==> config.mk <==
export PLATFORM = sky130hd
export DESIGN_NAME = sarc_seq
export DESIGN_NICKNAME = d
export VERILOG_FILES = /design/src/rtl/sarc_pkg.sv /design/src/rtl/sarc_seq.sv /design/src/rtl/sarc_trim_mem.sv
export VERILOG_INCLUDE_DIRS = /design/src /design/src/rtl
export SDC_FILE = /design/constraint.sdc
export NUM_CORES = 1
export LEC_CHECK = 0
export BUFFER_PORTS_ARGS = -buffer_cell sky130_fd_sc_hd__buf_2
export CELL_PAD_IN_SITES_DETAIL_PLACEMENT = 2
export CELL_PAD_IN_SITES_GLOBAL_PLACEMENT = 2
export CORE_UTILIZATION = 37
export CTS_BUF_LIST = sky130_fd_sc_hd__clkbuf_2
export DETAILED_ROUTE_END_ITERATION = 12
export PLACE_DENSITY_LB_ADDON = 0.1
export SYNTH_ARGS = -nofsm -noshare
export SYNTH_HDL_FRONTEND = slang
export SYNTH_SLANG_ARGS = --single-unit
export TNS_END_PERCENT = 100
==> constraint.sdc <==
create_clock -name clk -period 2.3 [get_ports clk]
set_input_delay 0.115 -clock clk [delete_from_list [all_inputs] [get_ports clk]]
set_output_delay 0.115 -clock clk [all_outputs]
set_load 0.005 [all_outputs]
==> src/rtl/sarc_map.svh <==
// Resolution, reset value, trim depth and timing counts of the conversion sequencer
`ifndef SARC_MAP_SVH
`define SARC_MAP_SVH
`define SARC_RES_BITS      16
`define SARC_RESULT_RST    16'h0000
`define SARC_SMPL_EDGES    5
`define SARC_CONV_EDGES    18
`define SARC_TRIM_WORDS    16
`define SARC_CYC_MIN       24
`endif

==> src/rtl/sarc_pkg.sv <==
// Types shared by the conversion sequencer
`default_nettype none
`include "sarc_map.svh"
package sarc_pkg;
   typedef enum logic [2:0] {
      ST_OFF, ST_SAMPLE, ST_TRIM, ST_CONVERT, ST_DONE
   } sarc_phase_e;
   typedef logic [`SARC_RES_BITS-1:0] sarc_word_t;
   // Analog front end controls
   typedef struct packed {
      logic sample_en;    // Input switches closed
      logic hold;         // Array holds captured difference
      logic isolate;      // Inputs disconnected
      logic analog_on;    // Comparator powered
      logic digital_on;   // Digital section powered
   } sarc_afe_s;
   // Serial output pin pair
   typedef struct packed {
      logic dout;         // Data level
      logic dout_oe_n;    // Low while driving
   } sarc_pin_s;
   // Trim memory read request
   typedef struct packed {
      logic       rd;
      logic [3:0] addr;
   } sarc_trim_rd_s;
endpackage : sarc_pkg
`default_nettype wire

==> src/rtl/sarc_seq.sv <==
// Conversion sequencer and serial readout of the 16-bit converter
`default_nettype none
`include "sarc_map.svh"
module sarc_seq #(
   parameter int RES   = `SARC_RES_BITS,
   parameter int TWID  = 8
) (
   input  wire  logic                 clk,               // 250 MHz core clock
   input  wire  logic                 resetn,            // Async reset, low
   input  wire  logic                 ce,                // Clock enable
   input  wire  logic                 select_shutdown_n, // Pin, low selects
   input  wire  logic                 conv_clock,        // Pin, host clock
   input  wire  logic                 comp_in,           // Comparator result
   input  wire  logic                 trim_wr,           // Factory trim write
   input  wire  logic [3:0]           trim_waddr,        // Factory address
   input  wire  logic [TWID-1:0]      trim_wdata,        // Factory data
   output var   sarc_pkg::sarc_afe_s  afe,               // Front end controls
   output var   sarc_pkg::sarc_pin_s  pin,               // serial_out pin
   output var   logic [RES-1:0]       dac_code,          // Trial code
   output var   logic [TWID-1:0]      trim_q,            // Applied trim
   output var   logic                 conv_done          // Result ready pulse
);
   localparam logic [4:0] SMPL_EDGES = 5'(`SARC_SMPL_EDGES);
   localparam logic [4:0] LAST_BIT   = 5'(RES);

   typedef struct packed {
      logic [2:0]            cs_sync;
      logic [2:0]            ck_sync;
      logic                  cs_q;
      logic                  ck_q;
      logic                  armed;
      sarc_pkg::sarc_phase_e phase;
      logic [4:0]            fall_cnt;
      logic [4:0]            bit_idx;
      logic [4:0]            out_idx;
      logic                  out_on;
      logic [3:0]            trim_idx;
      logic                  trim_pend;
      logic                  trim_rvalid;
      logic [RES-1:0]        sar;
      logic [RES-1:0]        prev_word;
      logic [RES-1:0]        shift_word;
      sarc_pkg::sarc_afe_s   afe;
      sarc_pkg::sarc_pin_s   pin;
      logic [TWID-1:0]       trim;
      logic                  done;
   } sarc_state_s;

   sarc_state_s st_reg;
   sarc_state_s st_next;
   sarc_pkg::sarc_trim_rd_s trd;
   logic [TWID-1:0] trim_rdata;
   logic cs_fall;
   logic cs_rise;
   logic ck_fall;
   logic ck_rise;
   logic sel;

   // Pin edges once second and third stage agree
   always_comb begin
      cs_fall = st_reg.cs_sync[1] == st_reg.cs_sync[2]
                && !st_reg.cs_sync[2] && st_reg.cs_q;
      cs_rise = st_reg.cs_sync[1] == st_reg.cs_sync[2]
                && st_reg.cs_sync[2] && !st_reg.cs_q;
      sel     = !st_reg.cs_q;
      ck_fall = sel && st_reg.ck_sync[1] == st_reg.ck_sync[2]
                && !st_reg.ck_sync[2] && st_reg.ck_q;
      ck_rise = sel && st_reg.ck_sync[1] == st_reg.ck_sync[2]
                && st_reg.ck_sync[2] && !st_reg.ck_q;
      trd.rd   = st_reg.trim_pend;
      trd.addr = st_reg.trim_idx;
   end

   // Next-state logic for the whole sequencer
   always_comb begin
      st_next = st_reg;
      st_next.done = 1'b0;
      st_next.cs_sync = {st_reg.cs_sync[1:0], select_shutdown_n};
      st_next.ck_sync = {st_reg.ck_sync[1:0], conv_clock};
      if (st_reg.cs_sync[1] == st_reg.cs_sync[2]) begin
         st_next.cs_q = st_reg.cs_sync[2];
      end
      if (st_reg.ck_sync[1] == st_reg.ck_sync[2]) begin
         st_next.ck_q = st_reg.ck_sync[2];
      end
      if (cs_rise) begin
         st_next.armed = 1'b1;
      end
      // Trim reload, one read a core cycle, data a cycle later
      st_next.trim_rvalid = st_reg.trim_pend;
      if (st_reg.trim_rvalid) begin
         st_next.trim = trim_rdata;
      end
      if (st_reg.trim_pend) begin
         if (st_reg.trim_idx == 4'hf) begin
            st_next.trim_pend = 1'b0;
         end
         st_next.trim_idx = st_reg.trim_idx + 4'h1;
      end
      if (ck_fall) begin
         st_next.fall_cnt = (st_reg.fall_cnt == 5'h1f) ? st_reg.fall_cnt
                            : st_reg.fall_cnt + 5'h01;
      end
      // Serial output shifting on falling edges
      if (ck_fall && st_reg.fall_cnt + 5'h01 == SMPL_EDGES) begin
         st_next.pin.dout_oe_n = 1'b0;
         st_next.pin.dout      = 1'b0;
         st_next.out_on        = 1'b1;
         st_next.out_idx       = 5'h00;
         st_next.shift_word    = st_reg.prev_word;
      end else if (ck_fall && st_reg.out_on) begin
         if (st_reg.out_idx == LAST_BIT) begin
            st_next.pin.dout   = 1'b0;
            st_next.out_idx    = 5'h00;
            st_next.shift_word = st_reg.prev_word;
         end else begin
            st_next.pin.dout = st_reg.shift_word[RES-1];
            st_next.shift_word = {st_reg.shift_word[RES-2:0], 1'b0};
            st_next.out_idx    = st_reg.out_idx + 5'h01;
         end
      end
      // Phase sequencing
      case (st_reg.phase)
         sarc_pkg::ST_OFF: begin
            st_next.afe = '0;
            st_next.afe.digital_on = st_reg.afe.digital_on;
            if (cs_fall && st_reg.armed) begin
               st_next.phase          = sarc_pkg::ST_SAMPLE;
               st_next.armed          = 1'b0;
               st_next.fall_cnt       = 5'h00;
               st_next.out_on         = 1'b0;
               st_next.afe.digital_on = 1'b1;
               st_next.afe.analog_on  = 1'b1;
               st_next.afe.sample_en  = 1'b1;
            end
         end
         sarc_pkg::ST_SAMPLE: begin
            // Sampling ends mid-period after the fifth falling edge
            if (ck_fall && st_reg.fall_cnt + 5'h01 == SMPL_EDGES) begin
               st_next.afe.sample_en = 1'b0;
               st_next.afe.hold      = 1'b1;
               st_next.afe.isolate   = 1'b1;
               st_next.trim_pend     = 1'b1;
               st_next.trim_idx      = 4'h0;
               st_next.phase         = sarc_pkg::ST_TRIM;
            end
         end
         sarc_pkg::ST_TRIM: begin
            if (!st_reg.trim_pend && !st_reg.trim_rvalid) begin
               st_next.phase   = sarc_pkg::ST_CONVERT;
               st_next.bit_idx = 5'h00;
               st_next.sar     = {1'b1, {(RES-1){1'b0}}};
            end
         end
         sarc_pkg::ST_CONVERT: begin
            st_next.afe.isolate = 1'b1;
            if (ck_rise) begin
               st_next.sar[RES-1-st_reg.bit_idx] = comp_in;
               if (st_reg.bit_idx != LAST_BIT - 5'h01) begin
                  st_next.sar[RES-2-st_reg.bit_idx] = 1'b1;
                  st_next.bit_idx = st_reg.bit_idx + 5'h01;
               end else begin
                  st_next.phase = sarc_pkg::ST_DONE;
               end
            end
         end
         sarc_pkg::ST_DONE: begin
            st_next.prev_word     = st_reg.sar;
            st_next.done          = 1'b1;
            st_next.afe.analog_on = 1'b0;
            st_next.afe.isolate   = 1'b0;
            st_next.afe.hold      = 1'b0;
            st_next.phase         = sarc_pkg::ST_OFF;
            st_next.afe.digital_on = 1'b1;
         end
         default: st_next.phase = sarc_pkg::ST_OFF;
      endcase
      // Deselect shuts everything and floats the pin
      if (st_reg.cs_q && !cs_fall) begin
         st_next.pin.dout_oe_n  = 1'b1;
         st_next.out_on         = 1'b0;
         st_next.afe            = '0;
         st_next.phase          = sarc_pkg::ST_OFF;
         st_next.trim_pend      = 1'b0;
      end
   end

   // State register
   always_ff @(posedge clk or negedge resetn) begin
      if (!resetn) begin
         st_reg <= '{cs_sync: 3'h7, ck_sync: 3'h0, cs_q: 1'b1, ck_q: 1'b0,
                     armed: 1'b1, phase: sarc_pkg::ST_OFF,
                     pin: '{dout: 1'b0, dout_oe_n: 1'b1},
                     prev_word: `SARC_RESULT_RST, default: '0};
      end else if (ce) begin
         st_reg <= st_next;
      end
   end

   // Outputs from the state register
   always_comb begin
      afe       = st_reg.afe;
      pin       = st_reg.pin;
      dac_code  = st_reg.sar;
      trim_q    = st_reg.trim;
      conv_done = st_reg.done;
   end

   sarc_trim_mem #(.WIDTH(TWID), .DEPTH(`SARC_TRIM_WORDS)) u_trim (
      .clk   (clk),
      .ce    (ce),
      .rd    (trd.rd),
      .addr  (st_reg.trim_pend ? trd.addr : trim_waddr),
      .wr    (trim_wr && !st_reg.trim_pend),
      .wdata (trim_wdata),
      .rdata (trim_rdata)
   );

   property p_float_when_off;
      @(posedge clk) disable iff (!resetn)
      ce && st_reg.cs_q |=> pin.dout_oe_n;
   endproperty
   a_float_when_off: assert property (p_float_when_off)
      else $error("serial_out driven while deselected");

   property p_isolated_in_convert;
      @(posedge clk) disable iff (!resetn)
      st_reg.phase == sarc_pkg::ST_CONVERT |-> afe.isolate && !afe.sample_en;
   endproperty
   a_isolated_in_convert: assert property (p_isolated_in_convert)
      else $error("inputs connected during conversion");

   property p_trim_before_convert;
      @(posedge clk) disable iff (!resetn)
      $rose(st_reg.phase == sarc_pkg::ST_CONVERT)
         |-> $past(st_reg.phase == sarc_pkg::ST_TRIM);
   endproperty
   a_trim_before_convert: assert property (p_trim_before_convert)
      else $error("approximation began without trim reload");

   property p_start_bit_low;
      @(posedge clk) disable iff (!resetn)
      ce && ck_fall && st_reg.fall_cnt == 5'h04 && !st_reg.cs_q
         |=> !pin.dout_oe_n && !pin.dout;
   endproperty
   a_start_bit_low: assert property (p_start_bit_low)
      else $error("no low start bit after fifth falling edge");

   property p_pin_changes_on_fall;
      @(posedge clk) disable iff (!resetn)
      ce && !ck_fall |=> $stable(pin.dout) || pin.dout_oe_n;
   endproperty
   a_pin_changes_on_fall: assert property (p_pin_changes_on_fall)
      else $error("serial_out changed away from a falling edge");

   property p_sample_at_start;
      @(posedge clk) disable iff (!resetn)
      ce && st_reg.phase == sarc_pkg::ST_OFF && cs_fall && st_reg.armed
         |=> afe.sample_en;
   endproperty
   a_sample_at_start: assert property (p_sample_at_start)
      else $error("input not sampled at cycle start");

   property p_analog_off_after;
      @(posedge clk) disable iff (!resetn)
      conv_done |-> !afe.analog_on;
   endproperty
   a_analog_off_after: assert property (p_analog_off_after)
      else $error("analog still powered after conversion");

   property p_prev_word_loaded;
      @(posedge clk) disable iff (!resetn)
      conv_done |-> st_reg.prev_word == $past(st_reg.sar);
   endproperty
   a_prev_word_loaded: assert property (p_prev_word_loaded)
      else $error("result not kept for next readout");
endmodule : sarc_seq
`default_nettype wire

==> src/rtl/sarc_trim_mem.sv <==
// Non-volatile trim store model with registered read data
`default_nettype none
`include "sarc_map.svh"
module sarc_trim_mem #(
   parameter int WIDTH = 8,
   parameter int DEPTH = `SARC_TRIM_WORDS
) (
   input  wire  logic                     clk,      // Core clock
   input  wire  logic                     ce,       // Clock enable
   input  wire  logic                     rd,       // Read strobe
   input  wire  logic [$clog2(DEPTH)-1:0] addr,     // Word address
   input  wire  logic                     wr,       // Factory write strobe
   input  wire  logic [WIDTH-1:0]         wdata,    // Factory write data
   output var   logic [WIDTH-1:0]         rdata     // Registered read data
);
   logic [WIDTH-1:0] mem [DEPTH];

   // Write on factory strobe, read registered
   always_ff @(posedge clk) begin
      if (ce) begin
         if (wr) begin
            mem[addr] <= wdata;
         end
         if (rd) begin
            rdata <= mem[addr];
         end
      end
   end
endmodule : sarc_trim_mem
`default_nettype wire

# Word level (Yosys, flattened, before mapping)
# Memories as Yosys holds them, arrays and structs flattened. A register that Yosys moved wholly into a read port is not among the register bits.
# Cells that the tools add are included.
[word_totals]
inputBits = 19
word_cells = 162
output_inout_bits = 32
mem_count = 1
ramBits = 128
ff_bits = 98
[classes]
order_cmp = 4
mux = 58
bitwise = 1
reduce_logical = 48
add_sub_neg = 6
n_eq_ne = 19
[mem_list]
columns = ["name", "depth", "word_bits", "read_ports", "rd_ports_with_merged_regs", "write_ports", "line_no", "rtl"]
rows = [
  ["u_trim.mem", 16, 8, 1, 1, 1, "sarc_trim_mem.sv:16", "logic [WIDTH-1:0] mem [DEPTH];"],
]
[ops]
columns = ["op", "n"]
rows = [
  ["16-bit 2-to-1 mux", 6],
  ["5-bit 2-to-1 mux", 13],
  ["32-bit by 1-bit greater-or-equal comparator with 1-bit output, second input constant", 2],
  ["32-bit by 5-bit less-than comparator with 1-bit output, second input constant", 2],
  ["16-bit case mux with 2 select lines", 1],
  ["1-bit 2-to-1 mux", 20],
  ["3-bit 2-to-1 mux", 6],
  ["1-bit logical AND", 17],
  ["16-bit bitwise mux", 1],
  ["16-bit OR", 1],
  ["2-bit AND reduction", 8],
  ["5-bit by 1-bit adder with 5-bit output, second input constant", 3],
  ["3-bit inequality test, second input constant", 5],
  ["3-bit case mux with 4 select lines", 1],
  ["3-bit AND reduction", 4],
  ["4-bit by 5-bit subtractor with 6-bit output, first input constant", 2],
  ["5-bit equality test, second input constant", 2],
  ["5-bit case mux with 2 select lines", 1],
  ["9-bit 2-to-1 mux", 1],
  ["3-bit nonzero test", 3],
  ["1-bit demux with 4-bit select", 2],
  ["1-bit logical NOT", 7],
  ["3-bit by 2-bit equality test with 1-bit output, second input constant", 2],
  ["2-bit inequality test, second input constant", 3],
  ["19 further kinds", 23],
]

# Longest topological paths before layout
# Gate-level depths: netlist (run 1).
[logic_depth]
ltp_word = 10
ltp_mapped = 9
mapped_depth_nobuf = 8

# By module
# Synthesis (run 1) repeated with hierarchy kept, for this count alone.
[hier_totals]
hier_cells = 741
hier_area_um2 = 10451.3
[by_module_without_submodules]
columns = ["mod", "cells_per_inst", "n_inst", "seq_area_each_um2", "area_each_um2"]
rows = [
  ["sarc_trim_mem", 234, 1, 4083.9, 5237.5],
  ["sarc_seq", 507, 1, 2459.9, 5213.8],
]

# Worst setup path before layout (run 1)
# Ideal clock, no wire load.
[synth_timing]
path_kind = "register -> register"
startpoint = "register st_reg[81] (netlist name)"
endpoint = "register st_reg[17] (netlist name)"
synth_period_minus_slack_ns = 2.273
path_stages_with_launch = 10
slack_ns = 0.027
t_required_ns = 2.174
arrival_ns = 2.147
setup_ns = 0.126
cell_sequence = "dfrtp_1 ha_1 nand3_1 ha_1 and3b_2 a21oi_2 or2_1 buf_6 buf_6 a221o_1"
[synth_between]
elab_chain_cells = 5
word_cells_on_any_way = 6
cone_classes = "add/sub (1); eq/ne (1); mux (1); reduce/logical (3)"
[synth_lines]
columns = ["element", "line_no", "rtl"]
rows = [
  ["from (decl)", "sarc_seq.sv:49", "sarc_state_s st_reg;"],
  ["from (signal assigned)", "sarc_seq.sv:191", "st_reg <= '{cs_sync: 3'h7, ck_sync: 3'h0, cs_q: 1'b1, ck_q: 1'b0,"],
  ["from (signal assigned)", "sarc_seq.sv:196", "st_reg <= st_next;"],
  ["5-bit by 1-bit adder with 5-bit output *", "sarc_seq.sv:105", "if (ck_fall && st_reg.fall_cnt + 5'h01 == SMPL_EDGES) begin"],
  ["5-bit by 3-bit equality test with 1-bit output *", "sarc_seq.sv:105", ""],
  ["1-bit logical AND *", "sarc_seq.sv:105", ""],
  ["2-bit nonzero test (no source line)", "n/a", ""],
  ["2-bit AND reduction (no source line)", "n/a", ""],
]
# Every way passes the cells marked *; elsewhere a longest branch is shown, timed or not.
# A chain may end at the register's enable or synchronous reset.

# Final worst setup path (run 1)
[layout_timing]
startpoint = "register st_reg (netlist bit st_next[64])"
endpoint = "register u_trim.rdata[4] (read register of u_trim.mem), data pin"
[layout_between]
elab_chain_cells = 1
word_cells_on_any_way = 2
cone_classes = "mux (1); reduce/logical (1)"
[layout_lines]
columns = ["element", "line_no", "rtl"]
rows = [
  ["4-bit 2-to-1 mux or 2-bit AND reduction (tied branches)", "n/a", ""],
  ["to (decl)", "sarc_trim_mem.sv:14", "output var logic [WIDTH-1:0] rdata"],
]
# Parallel ways exist; a longest one is shown, timed or not.

==> results.yml, run 1 <==
min_path:
  min_from: "trim_waddr[2]"
  hp-class: "input pin to register"
pwr:
  total_power_mw: 9.38
  p_leak_nw: 5.08
  vdd_drop_max_v: 0.000266
  power_density_nw_per_um2: 764
sta:
  relSlewSlack_pct: 65.1
  finalMaxSlewViolations: 0
  timing.final.crit_share_pct: 97.4
  finClkSkew_ps: 70.6
  hold_viol_final: 0
  max_freq_ghz: 0.446
  setup_viol: 0
  period_minus_slack_ps: 2240
  tightest_slew_ps: 519
finish:
  fill_cells: 2750
  largest_reg_flops: 128
  fin_cells: 1358
  layout_common_cells: "edfxtp_1 (136), clkbuf_2 (98), dfrtp_1 (90)"
  layout_commonest_cell: "edfxtp_1"
  area_growth_pct: 18.2
  nets: 971
  utilization_pct: 45.1
  drive_gt1_share_pct: 29.2
grt:
  antenna_found_initial: 1
  grt.total_usage_pct: 22.3
  grt_max_degree: 54
  grt_pass1_vias: 8227
  met2_usage_pct: 36.4
  overflow: 0
  grt_pass1_wl_um: 48300
  busiest_layer: "met2"
  met1_usage_pct: 29.3
  grtUsageMet3_pct: 4.27
routing:
  first_pass_iters: 4
  vias: 7299
  drtIter0Drc: 476
  wl_per_cell_um: 22.8
  drc: 0
  detail-route-antenna-nets: 0
  via_per_inst: 5.37
  routed_wl_um: 30900
run:
  maxCapViolations: 0
setup_path:
  required_ps: 2830
  rr_startpoint: "st_next[64]$_DFFE_PN0P_"
  arrival_ps: 2770
  slowest_stage: "or4_1"
  crit_chain: "buf_4, a22o_1, buf_12, a22oi_1, a21oi_1, or4_1"
  worstSetupStartpoint: "st_next[64]$_DFFE_PN0P_"
  worst-path-max-fanout: 16
  rr_endpoint: "u_trim.rdata[4]$_DFFE_PP_"
  path_class: "register to register"
  slowest_delay_ps: 550
  rrSetupSlack_ps: 60
  crit_path_end_kind: "register"
  r2r.worst_path.cells: 6
  start_kind: "register"
  cp-endpoint: "u_trim.rdata[4]$_DFFE_PP_"
clock_network:
  cts.htree.levels: 3
  worstSkewPairLatency_ps: 840
  cts_buffer_depth: 3
  tritoncts: "yes"
  numClockSinks: 234
  numCtsBuffers: 66
  clkTransAtPathRegs_ps: 110
  cts_root_buffer: "clkbuf_2"
floorplan:
  fp.coreArea_um2: 27300
  die_h_um: 170
  start_util_pct: 38.1
  die_w_um: 170
  pin_count: 51
  die_area_um2: 28800
  rows: 60
logic_synthesis:
  ys_async_sr_fraction_pct: 41.9
  avgSynthCellArea_um2: 13.0
  yosysSeqAreaShare_pct: 63.0
  synth_cells: 802
  ys_ff_latch: 234
  synth_edf_count: 136
  synth_nets: 836
  syn_area_um2: 10400
  ys.flop_type: "edfxtp_1"
  ys_types: 62
  ys_warn_count: 0
place:
  gp_congestion: 0.787
  hpwlAfterDp_um: 20700
  portBuffers: 50
  dp.cells: 1215
status:
  outcome: "completed"
[cells in the mapped netlist (all sizes together), types with 4 or more instances]
| cell | n | area, um^2 |
|---|---|---|
| a22oi | 33 | 253 |
| ha | 15 | 188 |
| and3 | 4 | 25.0 |
| clkbuf | 22 | 82.6 |
| a21o | 6 | 45.0 |
| a221o | 27 | 270 |
| nor3 | 7 | 35.0 |
| mux2 | 32 | 360 |
| nor2 | 58 | 218 |
| nor2b | 5 | 31.3 |
| mux2i | 42 | 420 |
| dfrtp | 92 | 2300 |
| buf | 46 | 322 |
| nand2 | 39 | 146 |
| or4 | 10 | 75.1 |
| edfxtp | 136 | 4080 |
| xor2 | 5 | 43.8 |
| or2 | 4 | 25.0 |
| o22ai | 18 | 113 |
| nand3 | 15 | 75.1 |
| o21ai | 34 | 170 |
| inv | 20 | 75.1 |
| a21oi | 37 | 193 |
| and2 | 20 | 125 |
| nand2b | 13 | 81.3 |
| o31ai | 10 | 80.1 |
| nand3b | 4 | 30.0 |
| dfstp | 6 | 158 |
| a22o | 8 | 70.1 |
[report_power, final]
part	internal, mW	switching [mW]	leakage, nW
logic	0.556	0.675	2.06
clock network	1.47	1.81	0.476
registers	4.65	0.216	2.55
total	6.68	2.70	5.08
[logic make-up (layout without fill, tap and decap cells)]
group	Yosys count	in the layout	share of synthesized area, %
DFF	234	234	63.0
buffers and inverters	89	272	4.65
muxes	74	74	7.51
and+or+nand+nor	192	192	9.52
AOI/OAI and AO/OA	191	191	12.9
adders and majority gates	15	15	1.81
xor gates and xnor gates	7	7	0.590
other	0	1	0
[final cells by class]
class	instances	area [um^2]	share of cell area, %
Clock buffer	98	490	3.99
Tap cell	372	465	3.79
Antenna cell	1	2.50	0.0204
Sequential cell	234	6550	53.3
Multi-Input combinational cell	479	3450	28.1
Clock inverter	18	160	1.30
Timing Repair Buffer	135	1090	8.88
Inverter	21	78.8	0.642
[layer usage]
metal | wire (um) | share of wire (%)
met1 | 13800 | 45
met2 | 14900 | 48
met3 | 1600 | 5.2
met4 | 651 | 2.1
met5 | 0 | 0
[how the worst min path moves through the flow]
stage	to	slack, ps	cells past startpoint
finish	u_trim.mem[4][4]$_DFFE_PP_	170	5
global route	u_trim.mem[7][4]$_DFFE_PP_	140	5
CTS	u_trim.mem[7][4]$_DFFE_PP_	90	5
detailed placement	st_reg[83]$_DFFE_PN0P_	180	1
global placement	st_reg[83]$_DFFE_PN0P_	170	1
floorplan	afe[0]$_DFFE_PN0P_	-180	0
[what timing repair did]
item / 4_1_cts / 5_1_grt
setup buffers: 1 / 3
hold buffers: 22 / 0
endpoints found under the setup margin: 3 / 34
cloned: 0 / 1
resized for setup: 3 / 13
endpoints found under the hold margin: 310 / 0
pin swaps: 0 / 3
[stage by stage]
stage | worst slack, ps | instance area [um^2] | setup TNS (ps) | hold slack, ps
2_1_floorplan | 26.9 | 10400 | 0 | -181
3_3_place_gp | 32.7 | 11300 | 0 | 172
3_5_place_dp | -59.6 | 11300 | -60.6 | 181
4_1_cts | 24.5 | 12200 | 0 | 86.6
5_1_grt | -18.1 | 12300 | -56.5 | 140
6_report | 60.1 | 12300 | 0 | 174
[critical path: cells and delay by family, from the launching register on]
family                 cells  cell delay [ps]
AOI/OAI and AO/OA          3              550
buffers and inverters      2              360
DFF                        1              470
and+or+nand+nor            1              550
Power figures use the tool's default switching activity.
==> run 2: changes to the inputs <==
- CTS_BUF_LIST: sky130_fd_sc_hd__clkbuf_2 -> not set
==> run 2 against run 1 <==
Cell area is 1.4% higher. Non-clock buffer count is 9 lower. Largest cell class unchanged. Sequential power hardly changed. Combinational power hardly changed. Clock-buffer cell count is 68 lower. Register-to-register slack better by 20 ps. Wire length is 0.19% lower. Setup slack better by 17 ps. Global-route usage is 0.29 points lower. First-iteration DRC count is 2.5% higher. Highest routed layer unchanged.
==> results.yml, run 2 (synthesized netlist as in run 1, its figures left out) <==
status:
  outcome: "completed"
floorplan:
  die_w_um: 170
  die_area_um2: 28800
  rows: 60
  fp.coreArea_um2: 27300
  start_util_pct: 38.1
  pin_count: 51
  die_h_um: 170
sta:
  finClkSkew_ps: 18.2
  grt_setup_unrepaired: "false"
  finalMaxSlewViolations: 0
  max_freq_ghz: 0.450
  period_minus_slack_ps: 2220
  setup_viol: 0
  timing.final.crit_share_pct: 96.7
  tightest_slew_ps: 628
  relSlewSlack_pct: 58.1
  hold_viol_final: 0
place:
  gp_congestion: 0.787
  dp.cells: 1215
  hpwlAfterDp_um: 20700
  portBuffers: 50
grt:
  met2_usage_pct: 37.4
  met1_usage_pct: 30.0
  antenna_found_initial: 0
  grt_max_degree: 54
  grtUsageMet3_pct: 2.92
  overflow: 0
  grt.total_usage_pct: 22.0
  grt_pass1_vias: 7710
  grt_pass1_wl_um: 47900
  busiest_layer: "met2"
setup_path:
  r2r.worst_path.cells: 5
  required_ps: 2560
  start_kind: "register"
  crit_path_end_kind: "register"
  worst-path-max-fanout: 16
  rr_endpoint: "u_trim.rdata[0]$_DFFE_PP_"
  rrSetupSlack_ps: 80
  rr_startpoint: "st_next[64]$_DFFE_PN0P_"
  path_class: "register to register"
  arrival_ps: 2490
finish:
  largest_reg_flops: 128
  drive_gt1_share_pct: 24.2
  layout_common_cells: "edfxtp_1 (136), dfrtp_1 (90), nor2_1 (58)"
  diodes: 0
  fin_cells: 1280
  area_growth_pct: 19.9
  layout_commonest_cell: "edfxtp_1"
  nets: 923
pwr:
  internal_power_mw: 8.02
  vdd_drop_max_v: 0.000499
  power_frac_seq_pct: 45.7
  switching_share_pct: 24.8
  power.switching_mw: 2.64
  power_frac_clock_pct: 42.7
  power_frac_comb_pct: 11.6
  p_leak_nw: 5.02
  total_power_mw: 10.7
  power_density_nw_per_um2: 855
min_path:
  holdPathEnd: "u_trim.mem[3][7]$_DFFE_PP_"
  hp-class: "input pin to register"
  min_from: "trim_wdata[7]"
  hold_path_depth: 1
clock_network:
  cts.htree.levels: 1
  numCtsBuffers: 27
  worstSkewPairLatency_ps: 540
  cts_buffer_depth: 3
  numClockSinks: 234
  cts_root_buffer: "clkbuf_16"
  tritoncts: "yes"
  clkTransAtPathRegs_ps: 70
routing:
  vias: 7051
  routed_wl_um: 30900
  wl_per_cell_um: 24.1
  via_per_inst: 5.51
  first_pass_iters: 5
  detail-route-antenna-nets: 0
  drtIter0Drc: 488
  drc: 0
run:
  maxCapViolations: 0
run 2: changes by cell type in the layout (fill, tap and decap cells not counted), moves of 2 or more:
cell           delta
clkbuf_2         -98
clkbuf_16        +27
bufinv_16         +3
clkinv_2          +2
clkbuf_1          +3
clkinv_1          -4
dlygate4sd3_1    -10
run 2: layer usage:
metal  wire [um]  share of wire (%)
met3        1080                3.5
met5           0                  0
met4         549                1.8
met2       15300                 49
met1       14000                 45
run 2: final cells by class:
cell class	instances	area (um^2)
fillers	2693	14800
flip-flops and latches	234	6550
multi-input cells	479	3440
repair buffers	126	998
clock buffers	30	687
well taps	372	465
clock inverters	18	243
inverters	21	78.8
run 2: timing repair:
item | 4_1_cts | 5_1_grt
hold endpoints to repair | 128 | 0
gates resized for setup | 5 | 10
setup buffers | 0 | 5
hold buffers | 10 | 0
pin swaps | 0 | 3
setup endpoints to repair | 2 | 19
gates cloned | 1 | 1
run 2: metrics by stage:
step	util, %	instance area, um^2	setup TNS, ps	setup slack, ps	hold slack, ps
2_1_floorplan	-	10400	0	26.9	-181
3_3_place_gp	41.4	11300	0	32.7	172
3_5_place_dp	41.4	11300	-60.6	-59.6	181
4_1_cts	45.3	12300	0	11.8	3.42
5_1_grt	45.7	12500	0	4.60	16.4
6_report	45.7	12500	0	77.0	16.7
run 2: critical path, cell delays in order, from the launching register on:
cell and delay, ps:
dfrtp_2 420, mux2i_4 280, buf_12 210, mux2i_2 300, o22ai_1 160, or4_4 580
run 2: worst max path at each step:
stage | startpoint | endpoint | slack, ps | cells past startpoint
3_3_place_gp | st_next[64]$_DFFE_PN0P_ | u_trim.rdata[0]$_DFFE_PP_ | 30 | 5
6_report | st_next[64]$_DFFE_PN0P_ | u_trim.rdata[0]$_DFFE_PP_ | 80 | 5
3_5_place_dp | st_next[64]$_DFFE_PN0P_ | u_trim.rdata[0]$_DFFE_PP_ | -60 | 5
4_1_cts | st_reg[81]$_DFFE_PN0P_ | st_reg[22]$_DFFE_PN0P_ | 10 | 8
5_1_grt | st_next[64]$_DFFE_PN0P_ | u_trim.rdata[6]$_DFFE_PP_ | 5 | 7
2_1_floorplan | st_reg[81]$_DFFE_PN0P_ | st_reg[17]$_DFFE_PN0P_ | 30 | 9
run 2: power groups by stage:
stage	registers (mW)	logic, mW	clock network [mW]
finish	4.87	1.23	4.55
global route	4.89	1.35	4.80
CTS	4.86	1.18	4.65
detailed placement	4.93	1.13	0
global placement	4.92	1.06	0
floorplan	4.84	0.746	0
